### config.mk
export PLATFORM = sky130hd
export DESIGN_NAME = tsec_top
export DESIGN_NICKNAME = d
export VERILOG_FILES = /design/src/core/tsec_pkg.sv /design/src/core/tsec_top.sv
export VERILOG_INCLUDE_DIRS = /design/src /design/src/core
export SDC_FILE = /design/constraint.sdc
export NUM_CORES = 1
export LEC_CHECK = 0
export BUFFER_PORTS_ARGS = -buffer_cell sky130_fd_sc_hd__buf_4
export CAP_MARGIN = 30
export CORE_ASPECT_RATIO = 2
export CORE_MARGIN = 2
export CORE_UTILIZATION = 40
export DETAILED_ROUTE_END_ITERATION = 8
export GPL_TIMING_DRIVEN = 1
export HOLD_SLACK_MARGIN = 0.12
export PLACE_DENSITY = 0.64
export SYNTH_ARGS = -nofsm -noshare
export SYNTH_HDL_FRONTEND = slang
export SYNTH_SLANG_ARGS = --single-unit
export TNS_END_PERCENT = 5
### constraint.sdc
create_clock -name aclk -period 6.2 [get_ports aclk]
set_input_delay 1.24 -clock aclk [delete_from_list [all_inputs] [get_ports aclk]]
set_output_delay 1.24 -clock aclk [all_outputs]
set_load 0.1 [all_outputs]
### src/core/tsec_cfg.svh
/*
  Constants of the two-stage event controller: register offsets, reset values,
  event numbers and sizes. Assumes it is included once per compile unit.
*/
`ifndef TSEC_CFG_SVH
`define TSEC_CFG_SVH
`define TSEC_NSRC 32
`define TSEC_NEVT 16
`define TSEC_NGP 9
`define TSEC_GP_BASE 7
`define TSEC_OFS_LATCH 8'h00
`define TSEC_OFS_MASK 8'h04
`define TSEC_OFS_NEST 8'h08
`define TSEC_OFS_GLOBAL 8'h0c
`define TSEC_OFS_SRC_EN 8'h10
`define TSEC_OFS_SRC_ASSERT 8'h14
`define TSEC_OFS_WAKE_EN 8'h18
`define TSEC_OFS_ASSIGN0 8'h20
`define TSEC_OFS_ASSIGN3 8'h2c
`define TSEC_RST_MASK 16'h0000
`define TSEC_RST_SRC_EN 32'h0000_0000
`define TSEC_RST_WAKE_EN 32'h0000_0000
`define TSEC_NONMASK 16'h000f
`define TSEC_GP_BITS 16'hff80
`define TSEC_EVT_NONE 5'h10
`define TSEC_RESP_OKAY 2'h0
`define TSEC_RESP_SLVERR 2'h2
`endif

### src/core/tsec_pkg.sv
/*
  Types of the two-stage event controller.
  Assumes tsec_cfg.svh is on the include path.
*/
`include "tsec_cfg.svh"
package tsec_pkg;
  typedef logic [`TSEC_NEVT-1:0] tsec_evt_t;
  typedef logic [`TSEC_NSRC-1:0] tsec_src_t;
  typedef enum logic {TSEC_WR_IDLE, TSEC_WR_RESP} tsec_wr_state_t;
endpackage

### src/core/tsec_top.sv
/*
  Two-stage event controller: a routing stage maps 32 peripheral sources onto
  nine general-purpose core inputs, and a core stage latches, masks, nests and
  dispatches events. Registers sit behind an AXI4-Lite slave on aclk.
  Assumes peripheral and dedicated event pins are asynchronous to aclk, and
  that the processor drives its instruction strobes on aclk.
*/
// The AXI4-Lite interface to the registers and the register offsets were left to the implementer.
// Functional notes
// - Nine general inputs, events 7 to 15.
// - Fixed priorities, zero highest, numeric order.
// - Programmable source assignment with reset defaults.
// - Latch, mask, nest registers, 16 bits each.
// - Latch set by edge, cleared on acceptance.
// - Mask bit set lets event be serviced.
// - Mask readable and writable only in supervisor.
// - Global enable and disable of general inputs.
// - Nest bit marks active event, hardware only.
// - Source enable, status, wakeup registers, 32 bits.
// - Source enable bit passes source to core.
// - Status bit shows source currently asserting.
// - Enabled source wakes idle or sleeping core.
// - Nest register serves as routing acknowledgement; the routing stage here never reads it.
// - Rising edge sets latch, two-cycle detection.
// - Latch clears when nest bit sets; requeue.
// - Nest bit at least three cycles after edge.
// - Nesting; higher priority always takes precedence.
module tsec_top
  import tsec_pkg::*;
#(
  parameter logic [`TSEC_NSRC*4-1:0] DEFAULT_ASSIGN = 128'h0654_3210_6543_2106_5432_1065_4321_0654
) (
  input wire logic aclk,
  input wire logic aresetn,
  input wire logic [7:0] s_axi_awaddr,
  input wire logic [2:0] s_axi_awprot,
  input wire logic s_axi_awvalid,
  output logic s_axi_awready,
  input wire logic [31:0] s_axi_wdata,
  input wire logic [3:0] s_axi_wstrb,
  input wire logic s_axi_wvalid,
  output logic s_axi_wready,
  output logic [1:0] s_axi_bresp,
  output logic s_axi_bvalid,
  input wire logic s_axi_bready,
  input wire logic [7:0] s_axi_araddr,
  input wire logic [2:0] s_axi_arprot,
  input wire logic s_axi_arvalid,
  output logic s_axi_arready,
  output logic [31:0] s_axi_rdata,
  output logic [1:0] s_axi_rresp,
  output logic s_axi_rvalid,
  input wire logic s_axi_rready,
  input wire logic [`TSEC_NSRC-1:0] periph_irq,
  input wire logic emulation_entry,
  input wire logic nmi_in,
  input wire logic exception_entry,
  input wire logic hardware_error_entry,
  input wire logic core_timer_entry,
  input wire logic global_interrupt_on_instr,
  input wire logic global_interrupt_off_instr,
  input wire logic event_return,
  input wire logic core_idle,
  output logic event_taken,
  output logic [3:0] event_number,
  output logic [`TSEC_NEVT-1:0] core_event_active_nest,
  output logic wakeup_req
);

  // Lowest set bit index, or TSEC_EVT_NONE when empty.
  function automatic logic [4:0] lowest_evt(input tsec_evt_t v);
    logic [4:0] r;
    r = `TSEC_EVT_NONE;
    for (int i = `TSEC_NEVT - 1; i >= 0; i--) begin
      if (v[i]) begin
        r = 5'(i);
      end
    end
    return r;
  endfunction

  function automatic logic [31:0] merge_strb(input logic [31:0] old_v,
                                             input logic [31:0] new_v,
                                             input logic [3:0] strb);
    logic [31:0] r;
    r = old_v;
    for (int b = 0; b < 4; b++) begin
      if (strb[b]) begin
        r[b*8 +: 8] = new_v[b*8 +: 8];
      end
    end
    return r;
  endfunction

  tsec_evt_t core_event_latch_reg;
  tsec_evt_t core_event_latch_next;
  tsec_evt_t core_event_enable_mask_reg;
  tsec_evt_t nest_reg;
  tsec_evt_t nest_next;
  tsec_src_t peripheral_source_enable_reg;
  tsec_src_t peripheral_wakeup_enable_reg;
  logic [3:0] assign_reg [0:`TSEC_NSRC-1];
  logic global_on_reg;
  tsec_src_t src_sync1_reg;
  tsec_src_t src_sync2_reg;
  logic [4:0] ded_sync1_reg;
  logic [4:0] ded_sync2_reg;
  tsec_evt_t evt_prev_reg;
  tsec_evt_t evt_level;
  tsec_evt_t evt_rise;
  tsec_evt_t eligible;
  logic [`TSEC_NGP-1:0] gp_level;
  logic [4:0] best_req;
  logic [4:0] best_nest;
  logic dispatch;

  tsec_wr_state_t wr_state_reg;
  logic aw_got_reg;
  logic w_got_reg;
  logic [7:0] aw_addr_reg;
  logic aw_priv_reg;
  logic [31:0] w_data_reg;
  logic [3:0] w_strb_reg;
  logic wr_fire;
  logic wr_err;
  logic rd_err;
  logic [31:0] rd_val;

  // Peripheral and dedicated event pins pass two flip-flops before any logic looks at them.
  always_ff @(posedge aclk) begin
    if (!aresetn) begin
      src_sync1_reg <= '0;
      src_sync2_reg <= '0;
      ded_sync1_reg <= '0;
      ded_sync2_reg <= '0;
    end else begin
      src_sync1_reg <= periph_irq;
      src_sync2_reg <= src_sync1_reg;
      ded_sync1_reg <= {core_timer_entry, hardware_error_entry, exception_entry,
                        nmi_in, emulation_entry};
      ded_sync2_reg <= ded_sync1_reg;
    end
  end

  // Shared sources are ORed per input; the edge detector re-arms on its own.
  always_comb begin
    gp_level = '0;
    for (int s = 0; s < `TSEC_NSRC; s++) begin
      if (peripheral_source_enable_reg[s] && src_sync2_reg[s] &&
          assign_reg[s] < 4'(`TSEC_NGP)) begin
        gp_level[assign_reg[s]] = 1'b1;
      end
    end
  end

  // Bits 1 and 4 stay zero: reset is the aresetn itself and 4 is reserved.
  assign evt_level = {gp_level, ded_sync2_reg[4:3], 1'b0, ded_sync2_reg[2:1], 1'b0,
                      ded_sync2_reg[0]};
  assign evt_rise = evt_level & ~evt_prev_reg;

  always_ff @(posedge aclk) begin
    if (!aresetn) begin
      evt_prev_reg <= '0;
    end else begin
      evt_prev_reg <= evt_level;
    end
  end

  always_comb begin
    eligible = core_event_latch_reg & (core_event_enable_mask_reg | `TSEC_NONMASK);
    if (!global_on_reg) begin
      eligible = eligible & ~`TSEC_GP_BITS;
    end
  end

  assign best_req = lowest_evt(eligible);
  assign best_nest = lowest_evt(nest_reg);
  assign dispatch = (best_req != `TSEC_EVT_NONE) && (best_req < best_nest);

  always_ff @(posedge aclk) begin
    if (!aresetn) begin
      global_on_reg <= 1'b0;
    end else if (global_interrupt_on_instr) begin
      global_on_reg <= 1'b1;
    end else if (global_interrupt_off_instr) begin
      global_on_reg <= 1'b0;
    end
  end

  always_comb begin
    core_event_latch_next = core_event_latch_reg;
    if (wr_fire && !wr_err && aw_addr_reg == `TSEC_OFS_LATCH) begin
      core_event_latch_next = (core_event_latch_reg & core_event_enable_mask_reg) |
        (16'(merge_strb({16'h0000, core_event_latch_reg}, w_data_reg, w_strb_reg))
         & ~core_event_enable_mask_reg);
    end
    if (dispatch) begin
      core_event_latch_next[best_req[3:0]] = 1'b0;
    end
    core_event_latch_next = core_event_latch_next | evt_rise;
  end

  always_ff @(posedge aclk) begin
    if (!aresetn) begin
      core_event_latch_reg <= '0;
    end else begin
      core_event_latch_reg <= core_event_latch_next;
    end
  end

  always_comb begin
    nest_next = nest_reg;
    if (event_return && best_nest != `TSEC_EVT_NONE) begin
      nest_next[best_nest[3:0]] = 1'b0;
    end
    if (dispatch) begin
      nest_next[best_req[3:0]] = 1'b1;
    end
  end

  always_ff @(posedge aclk) begin
    if (!aresetn) begin
      nest_reg <= '0;
      event_taken <= 1'b0;
      event_number <= 4'h0;
    end else begin
      nest_reg <= nest_next;
      event_taken <= dispatch;
      if (dispatch) begin
        event_number <= best_req[3:0];
      end
    end
  end

  assign core_event_active_nest = nest_reg;

  always_ff @(posedge aclk) begin
    if (!aresetn) begin
      wakeup_req <= 1'b0;
    end else begin
      wakeup_req <= core_idle && |(src_sync2_reg & peripheral_wakeup_enable_reg);
    end
  end

  // Write channel: address and data are taken in either order.
  assign s_axi_awready = !aw_got_reg && wr_state_reg == TSEC_WR_IDLE;
  assign s_axi_wready = !w_got_reg && wr_state_reg == TSEC_WR_IDLE;
  assign wr_fire = aw_got_reg && w_got_reg && wr_state_reg == TSEC_WR_IDLE;

  // Core-stage registers refuse unprivileged access.
  always_comb begin
    wr_err = 1'b0;
    case (aw_addr_reg)
      `TSEC_OFS_LATCH, `TSEC_OFS_MASK: wr_err = !aw_priv_reg;
      `TSEC_OFS_SRC_EN, `TSEC_OFS_WAKE_EN: wr_err = 1'b0;
      default: wr_err = !(aw_addr_reg >= `TSEC_OFS_ASSIGN0 &&
                          aw_addr_reg <= `TSEC_OFS_ASSIGN3 && aw_addr_reg[1:0] == 2'h0);
    endcase
  end

  always_ff @(posedge aclk) begin
    if (!aresetn) begin
      aw_got_reg <= 1'b0;
      aw_addr_reg <= 8'h00;
      aw_priv_reg <= 1'b0;
    end else if (s_axi_awvalid && s_axi_awready) begin
      aw_got_reg <= 1'b1;
      aw_addr_reg <= s_axi_awaddr;
      aw_priv_reg <= s_axi_awprot[0];
    end else if (wr_fire) begin
      aw_got_reg <= 1'b0;
    end
  end

  always_ff @(posedge aclk) begin
    if (!aresetn) begin
      w_got_reg <= 1'b0;
      w_data_reg <= 32'h0000_0000;
      w_strb_reg <= 4'h0;
    end else if (s_axi_wvalid && s_axi_wready) begin
      w_got_reg <= 1'b1;
      w_data_reg <= s_axi_wdata;
      w_strb_reg <= s_axi_wstrb;
    end else if (wr_fire) begin
      w_got_reg <= 1'b0;
    end
  end

  always_ff @(posedge aclk) begin
    if (!aresetn) begin
      wr_state_reg <= TSEC_WR_IDLE;
      s_axi_bvalid <= 1'b0;
      s_axi_bresp <= `TSEC_RESP_OKAY;
    end else begin
      case (wr_state_reg)
        TSEC_WR_IDLE: begin
          if (wr_fire) begin
            wr_state_reg <= TSEC_WR_RESP;
            s_axi_bvalid <= 1'b1;
            s_axi_bresp <= wr_err ? `TSEC_RESP_SLVERR : `TSEC_RESP_OKAY;
          end
        end
        TSEC_WR_RESP: begin
          if (s_axi_bready) begin
            wr_state_reg <= TSEC_WR_IDLE;
            s_axi_bvalid <= 1'b0;
          end
        end
        default: wr_state_reg <= TSEC_WR_IDLE;
      endcase
    end
  end

  always_ff @(posedge aclk) begin
    if (!aresetn) begin
      core_event_enable_mask_reg <= `TSEC_RST_MASK;
    end else if (wr_fire && !wr_err && aw_addr_reg == `TSEC_OFS_MASK) begin
      core_event_enable_mask_reg <= 16'(merge_strb({16'h0000, core_event_enable_mask_reg},
                                                   w_data_reg, w_strb_reg));
    end
  end

  always_ff @(posedge aclk) begin
    if (!aresetn) begin
      peripheral_source_enable_reg <= `TSEC_RST_SRC_EN;
      peripheral_wakeup_enable_reg <= `TSEC_RST_WAKE_EN;
    end else if (wr_fire && !wr_err) begin
      if (aw_addr_reg == `TSEC_OFS_SRC_EN) begin
        peripheral_source_enable_reg <= merge_strb(peripheral_source_enable_reg,
                                                   w_data_reg, w_strb_reg);
      end
      if (aw_addr_reg == `TSEC_OFS_WAKE_EN) begin
        peripheral_wakeup_enable_reg <= merge_strb(peripheral_wakeup_enable_reg,
                                                   w_data_reg, w_strb_reg);
      end
    end
  end

  // Each assignment word holds eight 4-bit fields; values 9 to 15 route nowhere.
  generate
    for (genvar s = 0; s < `TSEC_NSRC; s++) begin : g_assign
      always_ff @(posedge aclk) begin
        if (!aresetn) begin
          assign_reg[s] <= DEFAULT_ASSIGN[s*4 +: 4];
        end else if (wr_fire && !wr_err && aw_addr_reg == `TSEC_OFS_ASSIGN0 + 8'(s / 8 * 4)
                     && w_strb_reg[(s % 8) / 2]) begin
          assign_reg[s] <= w_data_reg[(s % 8) * 4 +: 4];
        end
      end
    end
  endgenerate

  // Read channel: one word answered the cycle after the address is taken.
  assign s_axi_arready = !s_axi_rvalid;

  always_comb begin
    rd_val = 32'h0000_0000;
    rd_err = 1'b0;
    case (s_axi_araddr)
      `TSEC_OFS_LATCH: rd_val = {16'h0000, core_event_latch_reg};
      `TSEC_OFS_MASK: rd_val = {16'h0000, core_event_enable_mask_reg};
      `TSEC_OFS_NEST: rd_val = {16'h0000, nest_reg};
      `TSEC_OFS_GLOBAL: rd_val = {31'h0000_0000, global_on_reg};
      `TSEC_OFS_SRC_EN: rd_val = peripheral_source_enable_reg;
      `TSEC_OFS_SRC_ASSERT: rd_val = src_sync2_reg;
      `TSEC_OFS_WAKE_EN: rd_val = peripheral_wakeup_enable_reg;
      default: begin
        if (s_axi_araddr >= `TSEC_OFS_ASSIGN0 && s_axi_araddr <= `TSEC_OFS_ASSIGN3 &&
            s_axi_araddr[1:0] == 2'h0) begin
          for (int k = 0; k < 8; k++) begin
            rd_val[k*4 +: 4] = assign_reg[{s_axi_araddr[3:2], 3'(k)}];
          end
        end else begin
          rd_err = 1'b1;
        end
      end
    endcase
    if (s_axi_araddr <= `TSEC_OFS_NEST && !s_axi_arprot[0]) begin
      rd_err = 1'b1;
      rd_val = 32'h0000_0000;
    end
  end

  always_ff @(posedge aclk) begin
    if (!aresetn) begin
      s_axi_rvalid <= 1'b0;
      s_axi_rdata <= 32'h0000_0000;
      s_axi_rresp <= `TSEC_RESP_OKAY;
    end else if (s_axi_arvalid && s_axi_arready) begin
      s_axi_rvalid <= 1'b1;
      s_axi_rdata <= rd_val;
      s_axi_rresp <= rd_err ? `TSEC_RESP_SLVERR : `TSEC_RESP_OKAY;
    end else if (s_axi_rready) begin
      s_axi_rvalid <= 1'b0;
    end
  end

endmodule

# Word level (Yosys, flattened, before mapping)
# Memory sizes are Yosys's and may differ from the RTL's.
# Cells that the tools add are included.
# op_classes
addsub,0
n_mul,0
div,0
n_lt_le_gt_ge,106
n_eq_ne,17
n_shift,0
n_mux,244
bitwise_logic,78
n_reduce_logical,167
# op_table
op,n
9-bit 2-to-1 mux,32
9-bit OR,31
32-bit one-hot mux with 7 select lines,1
4-bit by 5-bit less-than comparator with 1-bit output (second input constant),34
5-bit 2-to-1 mux,32
1-bit demux with 4-bit select,34
4-bit by 1-bit greater-or-equal comparator with 1-bit output (second input constant),34
1-bit logical AND,136
4-bit less-than comparator (second input constant),32
4-bit 2-to-1 mux,32
1-bit 2-to-1 mux,97
16-bit bitwise AND,6
16-bit 2-to-1 mux,5
32-bit 2-to-1 mux,2
16-bit inverter,4
16-bit OR,3
8-bit by 5-bit equality test with 1-bit output (second input constant),5
32-bit bitwise AND,1
8-bit by 6-bit equality test with 1-bit output (second input constant),4
8-bit 2-to-1 mux,4
1-bit OR,32
32-bit OR reduction,1
3-bit AND reduction,8
8-bit by 3-bit equality test with 1-bit output (second input constant),2
17 further kinds,40
# totals
reg_bits,295
latchBits,0
ram_bits,128
rom_bits,0
in_bits,106
output_inout_bits,63
n_memories,1
# mem_list
memory,depth,word_bits,rd,rd_clocked_by_memory_dff,wr,line_no,rtl
assign_reg,32,4,40,0,32,tsec_top.sv:102,logic [3:0] assign_reg [0:`TSEC_NSRC-1];

# Logic depth before layout (Yosys ltp)
# Gate-level depths: netlist (run 1).
# An unclocked memory read counts as a cell.
# depth
depth_word,70
ltp_mapped,14
mapped_depth_nobuf,13

# Worst setup path after synthesis (run 1)
# Ideal clock, no wire load.
# synth_timing
path_type,register -> register
startpoint,register nest_reg[7] (netlist: core_event_active_nest[7])
endpoint,register core_event_latch_reg[12]
setup_time_ns,0.117
arrival_ns,3.301
required_time_ns,6.083
path_slack_ns,2.782
stages_incl_launch_ff,11
path_cell_list,dfxtp_1 > or4_1 > nor2_1 > nand3_1 > ha_1 > a21oi_1 > o21ai_0 > a31oi_2 > nand2_1 > or4_1 > a32o_1
# synth_via
elab_chain_len,12
# synth_lines
item,line_no,rtl
"start, declared",tsec_top.sv:98,tsec_evt_t nest_reg;
"start signal, assigned",tsec_top.sv:227,nest_reg <= nest_next;
5-bit 2-to-1 mux (8 in a row),tsec_top.sv:75,if (v[i]) begin
5-bit less-than comparator,tsec_top.sv:178,assign dispatch = (best_req != `TSEC_EVT_NONE) && (best_req < best_nest);
1-bit logical AND,tsec_top.sv:178,
16-bit 2-to-1 mux,tsec_top.sv:197,if (dispatch) begin
16-bit OR,tsec_top.sv:200,core_event_latch_next = core_event_latch_next | evt_rise;
"end signal, assigned",tsec_top.sv:207,core_event_latch_reg <= core_event_latch_next;
"end, declared",tsec_top.sv:95,tsec_evt_t core_event_latch_reg;
# Every way passes these cells.
# A chain may end at the register's enable or synchronous reset.

# Final worst setup path (run 1)
# layout_timing
startpoint,register global_on_reg
endpoint,register nest_reg[4] (netlist: core_event_active_nest[4])
# layout_via
elab_chain_len,23
# layout_lines
item,line_no,rtl
"start, declared",tsec_top.sv:103,logic global_on_reg;
"start signal, assigned",tsec_top.sv:182,global_on_reg <= 1'b0;
"start signal, assigned",tsec_top.sv:184,global_on_reg <= 1'b1;
"start signal, assigned",tsec_top.sv:186,global_on_reg <= 1'b0;
16-bit 2-to-1 mux (*),tsec_top.sv:171,if (!global_on_reg) begin
5-bit 2-to-1 mux (8 in a row),tsec_top.sv:75,
5-bit 2-to-1 mux (*) (8 in a row),tsec_top.sv:75,
via best_req[1],tsec_top.sv:113,logic [4:0] best_req;
4-bit by 5-bit less-than comparator with 1-bit output (implied by the code) / 4-bit by 1-bit greater-or-equal comparator with 1-bit output (equally long branches),tsec_top.sv:217,nest_next[best_req[3:0]] = 1'b1;
1-bit logical AND (implied by the code),tsec_top.sv:217,
1-bit 2-to-1 mux (implied by the code),tsec_top.sv:217,
1-bit demux with 4-bit select,tsec_top.sv:217,
16-bit OR (no source line),--,
16-bit 2-to-1 mux (*),tsec_top.sv:216,if (dispatch) begin
# Mark *: on every way through the listed nets, which the timed path passes. The rest lies on a longest branch.

==> flow_metrics.tcl, run 1 <==
set metrics [dict create \
    status "complete, but fails checks" \
    violations "design-rule violations" \
    clkTransAtPathRegs_ns 0.07 \
    grt_usage_pct 39.39 \
    vdd_drop_max_uv 219.1 \
    place_area_um2 22360 \
    initial_core_util_pct 40.36 \
    endpoint_kind "flop" \
    dp_hpwl_mm 80.84 \
    syn_inst 2240 \
    worstHoldPathCells 1 \
    rsz0062_at_grt "false" \
    synthDominantCellAreaShare_pct 28.50 \
    min_to "core_event_latch_reg[15]" \
    gr-total-overflow 0 \
    cts_root_buf "clkbuf_16" \
    hold_viol_final 0 \
    die_x_um 163.9 \
    cts_sinks 419 \
    maxSlewHeadroom_pct 19.55 \
    synth_edf_count 128 \
    cts_buffer_depth 3 \
    io_pins 169 \
    h-tree-depth 2 \
    final.setup.tns_ns 0 \
    vias 20330 \
    p_comb_share_pct 7.9 \
    intPower_w 0.004415 \
    numCtsBuffers 38 \
    clock_skew_ns 0.01237 \
    io_buffers 162 \
    grt_max_degree 82 \
    finalCritPeriodShare_pct 72.77 \
    setup_viol 0 \
    num_rows 117 \
    routedWlPerCell_um 34.22 \
    fin_crit_ns 4.512 \
    fin_nets 2485 \
    drive_gt1_share_pct 14.32 \
    totalWireLength_mm 104.7 \
    worstSetupPathType "reg -> reg" \
    p_seq_share_pct 50.3 \
    cp-start-kind "flop" \
    p_sw_w 0.001620 \
    cts_setup_buffers 0 \
    netlist.top_cell.by_area "dfxtp_1" \
    routed_via_density 6.646 \
    maxCapViolations 0 \
    synthToLayoutAreaGrowth_pct 16.08 \
    swShare_pct 26.85 \
    yosys_most_used_dff "dfxtp_1" \
    hp-class "reg -> reg" \
    ys_warn_count 0 \
    rrSetupSlack_ns 1.69 \
    drt_iter0_markers 2347 \
    crit_path_max_fanout 14 \
    synth_seq_cells 419 \
    drc 1 \
    clk_latency_ns 0.59 \
    worstPathArrival_ns 5.04 \
    cts_tree "yes" \
    grt_pass1_wl_mm 145.3 \
    fp.coreArea_um2 50650 \
    worstReg2RegStart "global_on_reg" \
    worstMarginPinSlew_ns 1.198 \
    async_flop_share_pct 0 \
    p_leak_nw 8.286 \
    power_density_nw_per_um2 254.3 \
    slew_violations 0 \
    grt_antenna_before_repair 6 \
    gp_congestion 1.102 \
    syn_area_um2 20440 \
    seq_area_frac_synth_pct 47.30 \
    hp-start "evt_prev_reg[15]" \
    drtAntennaViolNets 0 \
    clock_power_share_pct 41.7 \
    die_h_um 323.7 \
    netlist_top_cells_area "dfxtp_1, edfxtp_1, nand2_1, and2_1, a21oi_1" \
    fp.dieArea_um2 53040 \
    post_synth.cell_area_avg_um2 9.126 \
    r2r_cells 12 \
    required_ns 6.73 \
    fmax_mhz 221.7 \
    grt_pass1_vias 19520 \
    ctsHoldBuffers 0 \
    r2r_end "core_event_active_nest[4]" \
    largest_reg_flops 128 \
    cts_resized 0 \
    first_pass_iters 9 \
    fin_area_um2 23730 \
    yosys.cell_types.count 90 \
]
## routing by layer
layer	track usage, %	up-vias	routed length, um
met5	0	-	40
met1	36.95	9798	31050
met4	42.01	6	14460
met2	66.78	1381	50450
met3	9.308	541	8687
li1	-	8605	-
## power groups by stage
stage	registers (W)	logic [W]	clock network [W]
after floorplan	0.00304	0.000266	0
after global placement	0.00309	0.000450	0
after detailed placement	0.00309	0.000463	0
after CTS	0.00303	0.000466	0.00253
after global routing	0.00304	0.000504	0.00262
final	0.00304	0.000477	0.00252
## critical path, cell delays in order, from the launching register on
cell	delay, ns
dfxtp_1	0.50
a32oi_2	0.43
a21boi_1	0.20
a21boi_1	0.12
o31ai_4	0.58
inv_2	0.18
ha_1	0.26
a21oi_1	0.13
o21ai_0	0.14
a31oi_2	0.37
nand2_1	0.31
nor4_1	0.99
o21a_1	0.23
## cells in the mapped netlist, types with 13 or more instances
library cell and instances:
or3_1 51, clkbuf_1 102, nor3b_1 20, a21oi_1 192, and2_1 161, nand4b_1 25, nand2b_1 43, mux2i_1 15
nor2_1 145, nor4_1 39, o21ai_0 40, a222oi_1 13, dfxtp_1 291, a31oi_1 27, nand2_1 292, a22oi_1 76
nand3_1 97, o22ai_1 25, inv_1 51, mux4_2 31, nand4_1 23, edfxtp_1 128, nand3b_1 17, nor3_1 105
o32ai_1 16
## final cells by class
| class | instances | area (um^2) |
|---|---|---|
| Fill cell | 4999 | 26920 |
| Inverter | 54 | 207.7 |
| Sequential cell | 419 | 9669 |
| Timing Repair Buffer | 212 | 1592 |
| Antenna cell | 2 | 5.005 |
| Tap cell | 654 | 818.3 |
| Clock buffer | 47 | 1056 |
| Clock inverter | 21 | 252.7 |
| Multi-Input combinational cell | 1650 | 10130 |
## cell usage in the layout, fill, tap and decap left out, types with 16 or more instances in the layout
cell,Yosys,layout
a21oi_1,192,192
a22oi_1,76,76
a31oi_1,27,27
and2_1,161,161
buf_4,2,195
clkbuf_16,0,39
dfxtp_1,291,291
edfxtp_1,128,128
inv_1,51,51
mux4_2,31,31
nand2_1,292,292
nand2b_1,43,43
nand3_1,97,96
nand3b_1,17,17
nand4_1,23,23
nand4b_1,25,25
nor2_1,145,142
nor3_1,105,103
nor3b_1,20,20
nor4_1,39,39
o21ai_0,40,40
o22ai_1,25,25
o32ai_1,16,16
or3_1,51,51
## cells by family after synthesis
logic type	after synthesis	share of synthesized area, %
buffers and inverters	172	3.305
and+or+nand+nor	1072	27.35
other	1	0.01834
DFF	419	47.30
muxes	58	4.884
AOI/OAI and AO/OA	514	16.90
adders and majority gates	4	0.2448
## metrics by stage
stage	cells	setup slack [ns]	power [W]	hold WS [ns]	util, %
finish	3059	1.688	0.006035	0.4252	46.85
global route	3057	1.553	0.006161	0.4334	46.84
CTS	3047	2.032	0.006030	0.4257	46.72
detailed placement	2979	2.055	0.003554	0.4152	44.14
global placement	2964	2.071	0.003540	0.3976	43.89
floorplan	2241	2.782	0.003304	0.3934	-
## worst max path at each step
| stage | to | depth (start not counted) | slack, ns | start |
|---|---|---|---|---|
| floorplan | core_event_latch_reg[12] | 10 | 2.78 | core_event_active_nest[7] |
| detailed placement | core_event_active_nest[11] | 12 | 2.06 | global_on_reg |
| finish | core_event_active_nest[4] | 12 | 1.69 | global_on_reg |
| CTS | core_event_active_nest[11] | 12 | 2.03 | global_on_reg |
| global route | core_event_active_nest[4] | 12 | 1.55 | global_on_reg |
| global placement | s_axi_rdata[22] | 8 | 2.07 | s_axi_araddr[2] |
Note: power is estimated with default switching activity, not from simulation.
==> run 2: changes to the inputs <==
Settings changed: ABC_AREA set to 1, PLACE_DENSITY 0.64 to 0.66.
Clock period 6.2 ns to 3.9 ns, I/O delays scaled along.
==> flow_metrics.tcl, run 2 <==
set metrics [dict create \
    path_buf_inv 2 \
    vias 21650 \
    grt_antenna_before_repair 6 \
    synthDominantCellAreaShare_pct 28.53 \
    cts_setup_buffers 0 \
    rsz0062_at_grt "false" \
    routedWlPerCell_um 29.56 \
    clock_skew_ns 0.02011 \
    crit_chain "buf_4 > nand2_1 > o21ai_0 > a31oi_1 > nor2_1 > nor2_1 > o21ai_0 > nand3_1 > inv_1 > ha_1 > nand2_1 > nor2_1 > nand2_1 > nand4_1 > nand2_1 > o21ai_1" \
    gr-total-overflow 0 \
    h-tree-depth 2 \
    grt_pass1_vias 21110 \
    worstPathArrival_ns 3.93 \
    cp_top_family "simple AND/OR/NAND/NOR gates" \
    drive_gt1_share_pct 11.91 \
    worstSetupPathType "reg -> reg" \
    synthToLayoutAreaGrowth_pct 17.06 \
    post_synth.cell_area_avg_um2 7.569 \
    endpoint_kind "flop" \
    dp_hpwl_mm 83.78 \
    initial_core_util_pct 40.32 \
    critPathMaxStageDelay_ns 0.59 \
    ctsHoldBuffers 0 \
    netlist_top_cells_area "dfxtp_1, edfxtp_1, nand2_1, inv_1, nor2_1" \
    yosys.cell_types.count 56 \
    synth_edf_count 128 \
    fin_crit_ns 3.464 \
    die_x_um 163.8 \
    die_h_um 323.5 \
    vdd_drop_max_uv 372.7 \
    required_ns 4.37 \
    maxCapViolations 0 \
    totalWireLength_mm 105.3 \
    async_flop_share_pct 0 \
    drtAntennaViolNets 0 \
    clk_latency_ns 0.59 \
    first_pass_iters 8 \
    synth.most_common_cell "nand2_1" \
    ys_warn_count 0 \
    synth_seq_cells 419 \
    place_inst 3481 \
    power_density_nw_per_um2 408.5 \
    netlist.top_cell.by_area "dfxtp_1" \
    hp-class "in -> reg" \
    yosys_most_used_dff "dfxtp_1" \
    cp_slowest_cell "dfxtp_1" \
    io_buffers 162 \
    final_common_cell "nand2_1" \
    grt_usage_pct 40.07 \
    cts_tree "yes" \
    maxSlewHeadroom_pct 23.97 \
    cts_buffer_depth 3 \
    crit_path_max_fanout 16 \
    path_common_cell "nand2_1" \
    p_leak_nw 9.949 \
    syn_inst 2698 \
    fillCellCount 5179 \
    syn_area_um2 20420 \
    io_pins 169 \
    gp_congestion 1.143 \
    final.setup.tns_ns 0 \
    yosys-top-cells-count "nand2_1, inv_1, nor2_1" \
    grt_pass1_wl_mm 148.1 \
    fp.coreArea_um2 50650 \
    status "completed" \
    final_cell_mix "nand2_1, inv_1, nor2_1" \
    drt_iter0_markers 2655 \
    cp-start-kind "flop" \
    fmax_mhz 288.7 \
    finalCritPeriodShare_pct 88.81 \
    clkTransAtPathRegs_ns 0.06 \
    drc 0 \
    slew_violations 0 \
    seq_area_frac_synth_pct 47.35 \
    cts_sinks 419 \
    setup_viol 0 \
    cts_resized 0 \
    num_rows 117 \
    fin_nets 2982 \
    routed_via_density 6.078 \
    fp.dieArea_um2 52990 \
    cts_root_buf "clkbuf_16" \
    hold_viol_final 0 \
    numCtsBuffers 40 \
    grt_max_degree 101 \
    fin_cells 3562 \
    largest_reg_flops 128 \
    worstMarginPinSlew_ns 1.130 \
]
[run 2: metal layers]
layer / vias up / global-route usage [%] / wire length (um)
met5: - / 0 / 25
met3: 601 / 9.385 / 7553
li1: 9612 / - / -
met4: 4 / 47.29 / 16220
met1: 10090 / 35.49 / 30740
met2: 1340 / 68.26 / 50760
[run 2: power breakdown]
part / switching (W) / internal (W) / leakage (nW)
clock: 0.00184 / 0.00218 / 0.635
combinational: 0.000759 / 0.000239 / 5.76
sequential: 0.000130 / 0.00461 / 3.55
[run 2: cell type report]
type / instances / area, um^2 / area share [%]
clock inverter: 28 / 280.3 / 1.172
multi-input combinational: 1792 / 8892 / 37.20
sequential: 419 / 9669 / 40.45
timing repair buffer: 224 / 1698 / 7.102
inverter: 395 / 1483 / 6.202
tap: 654 / 818.3 / 3.423
antenna: 4 / 10.01 / 0.04187
clock buffer: 46 / 1055 / 4.412
[run 2: stage by stage]
stage | worst slack [ns] | cell area [um^2] | util, % | power, W | hold WS [ns]
CTS | 0.6042 | 23880 | 47.14 | 0.009772 | 0.3521
global route | 0.2390 | 23900 | 47.18 | 0.01003 | 0.3644
global placement | 0.4570 | 22520 | 44.46 | 0.005779 | 0.3926
floorplan | 0.7379 | 20430 | - | 0.005347 | 0.3895
finish | 0.4365 | 23910 | 47.20 | 0.009765 | 0.3775
detailed placement | 0.4687 | 22540 | 44.50 | 0.005795 | 0.3980
[run 2: worst reg2reg max path: stages, from the launching register on]
cell and delay [ns]:
dfxtp_1 0.59, buf_4 0.22, nand2_1 0.07, o21ai_0 0.25, a31oi_1 0.13, nor2_1 0.13, nor2_1 0.05, o21ai_0 0.14
nand3_1 0.14, inv_1 0.17, ha_1 0.25, nand2_1 0.06, nor2_1 0.04, nand2_1 0.38, nand4_1 0.50, nand2_1 0.18
o21ai_1 0.07
[run 2: path summary, 6_finish.rpt]
check,from,to,slack [ns],cells past startpoint
worst max-delay path,global_on_reg,core_event_latch_reg[3],0.44,16
worst min-delay path,periph_irq[2],src_sync1_reg[2],0.38,3
worst max register to register,global_on_reg,core_event_latch_reg[3],0.44,16
worst min register to register,evt_prev_reg[3],core_event_latch_reg[3],0.40,1
[run 2: logic make-up after synthesis]
group,Yosys count,synth area share (%)
AOI/OAI and AO/OA,635,18.51
adders and majority gates,4,0.2451
buffers and inverters,488,9.190
DFF,419,47.35
other,1,0.01836
and+or+nand+nor,1151,24.69
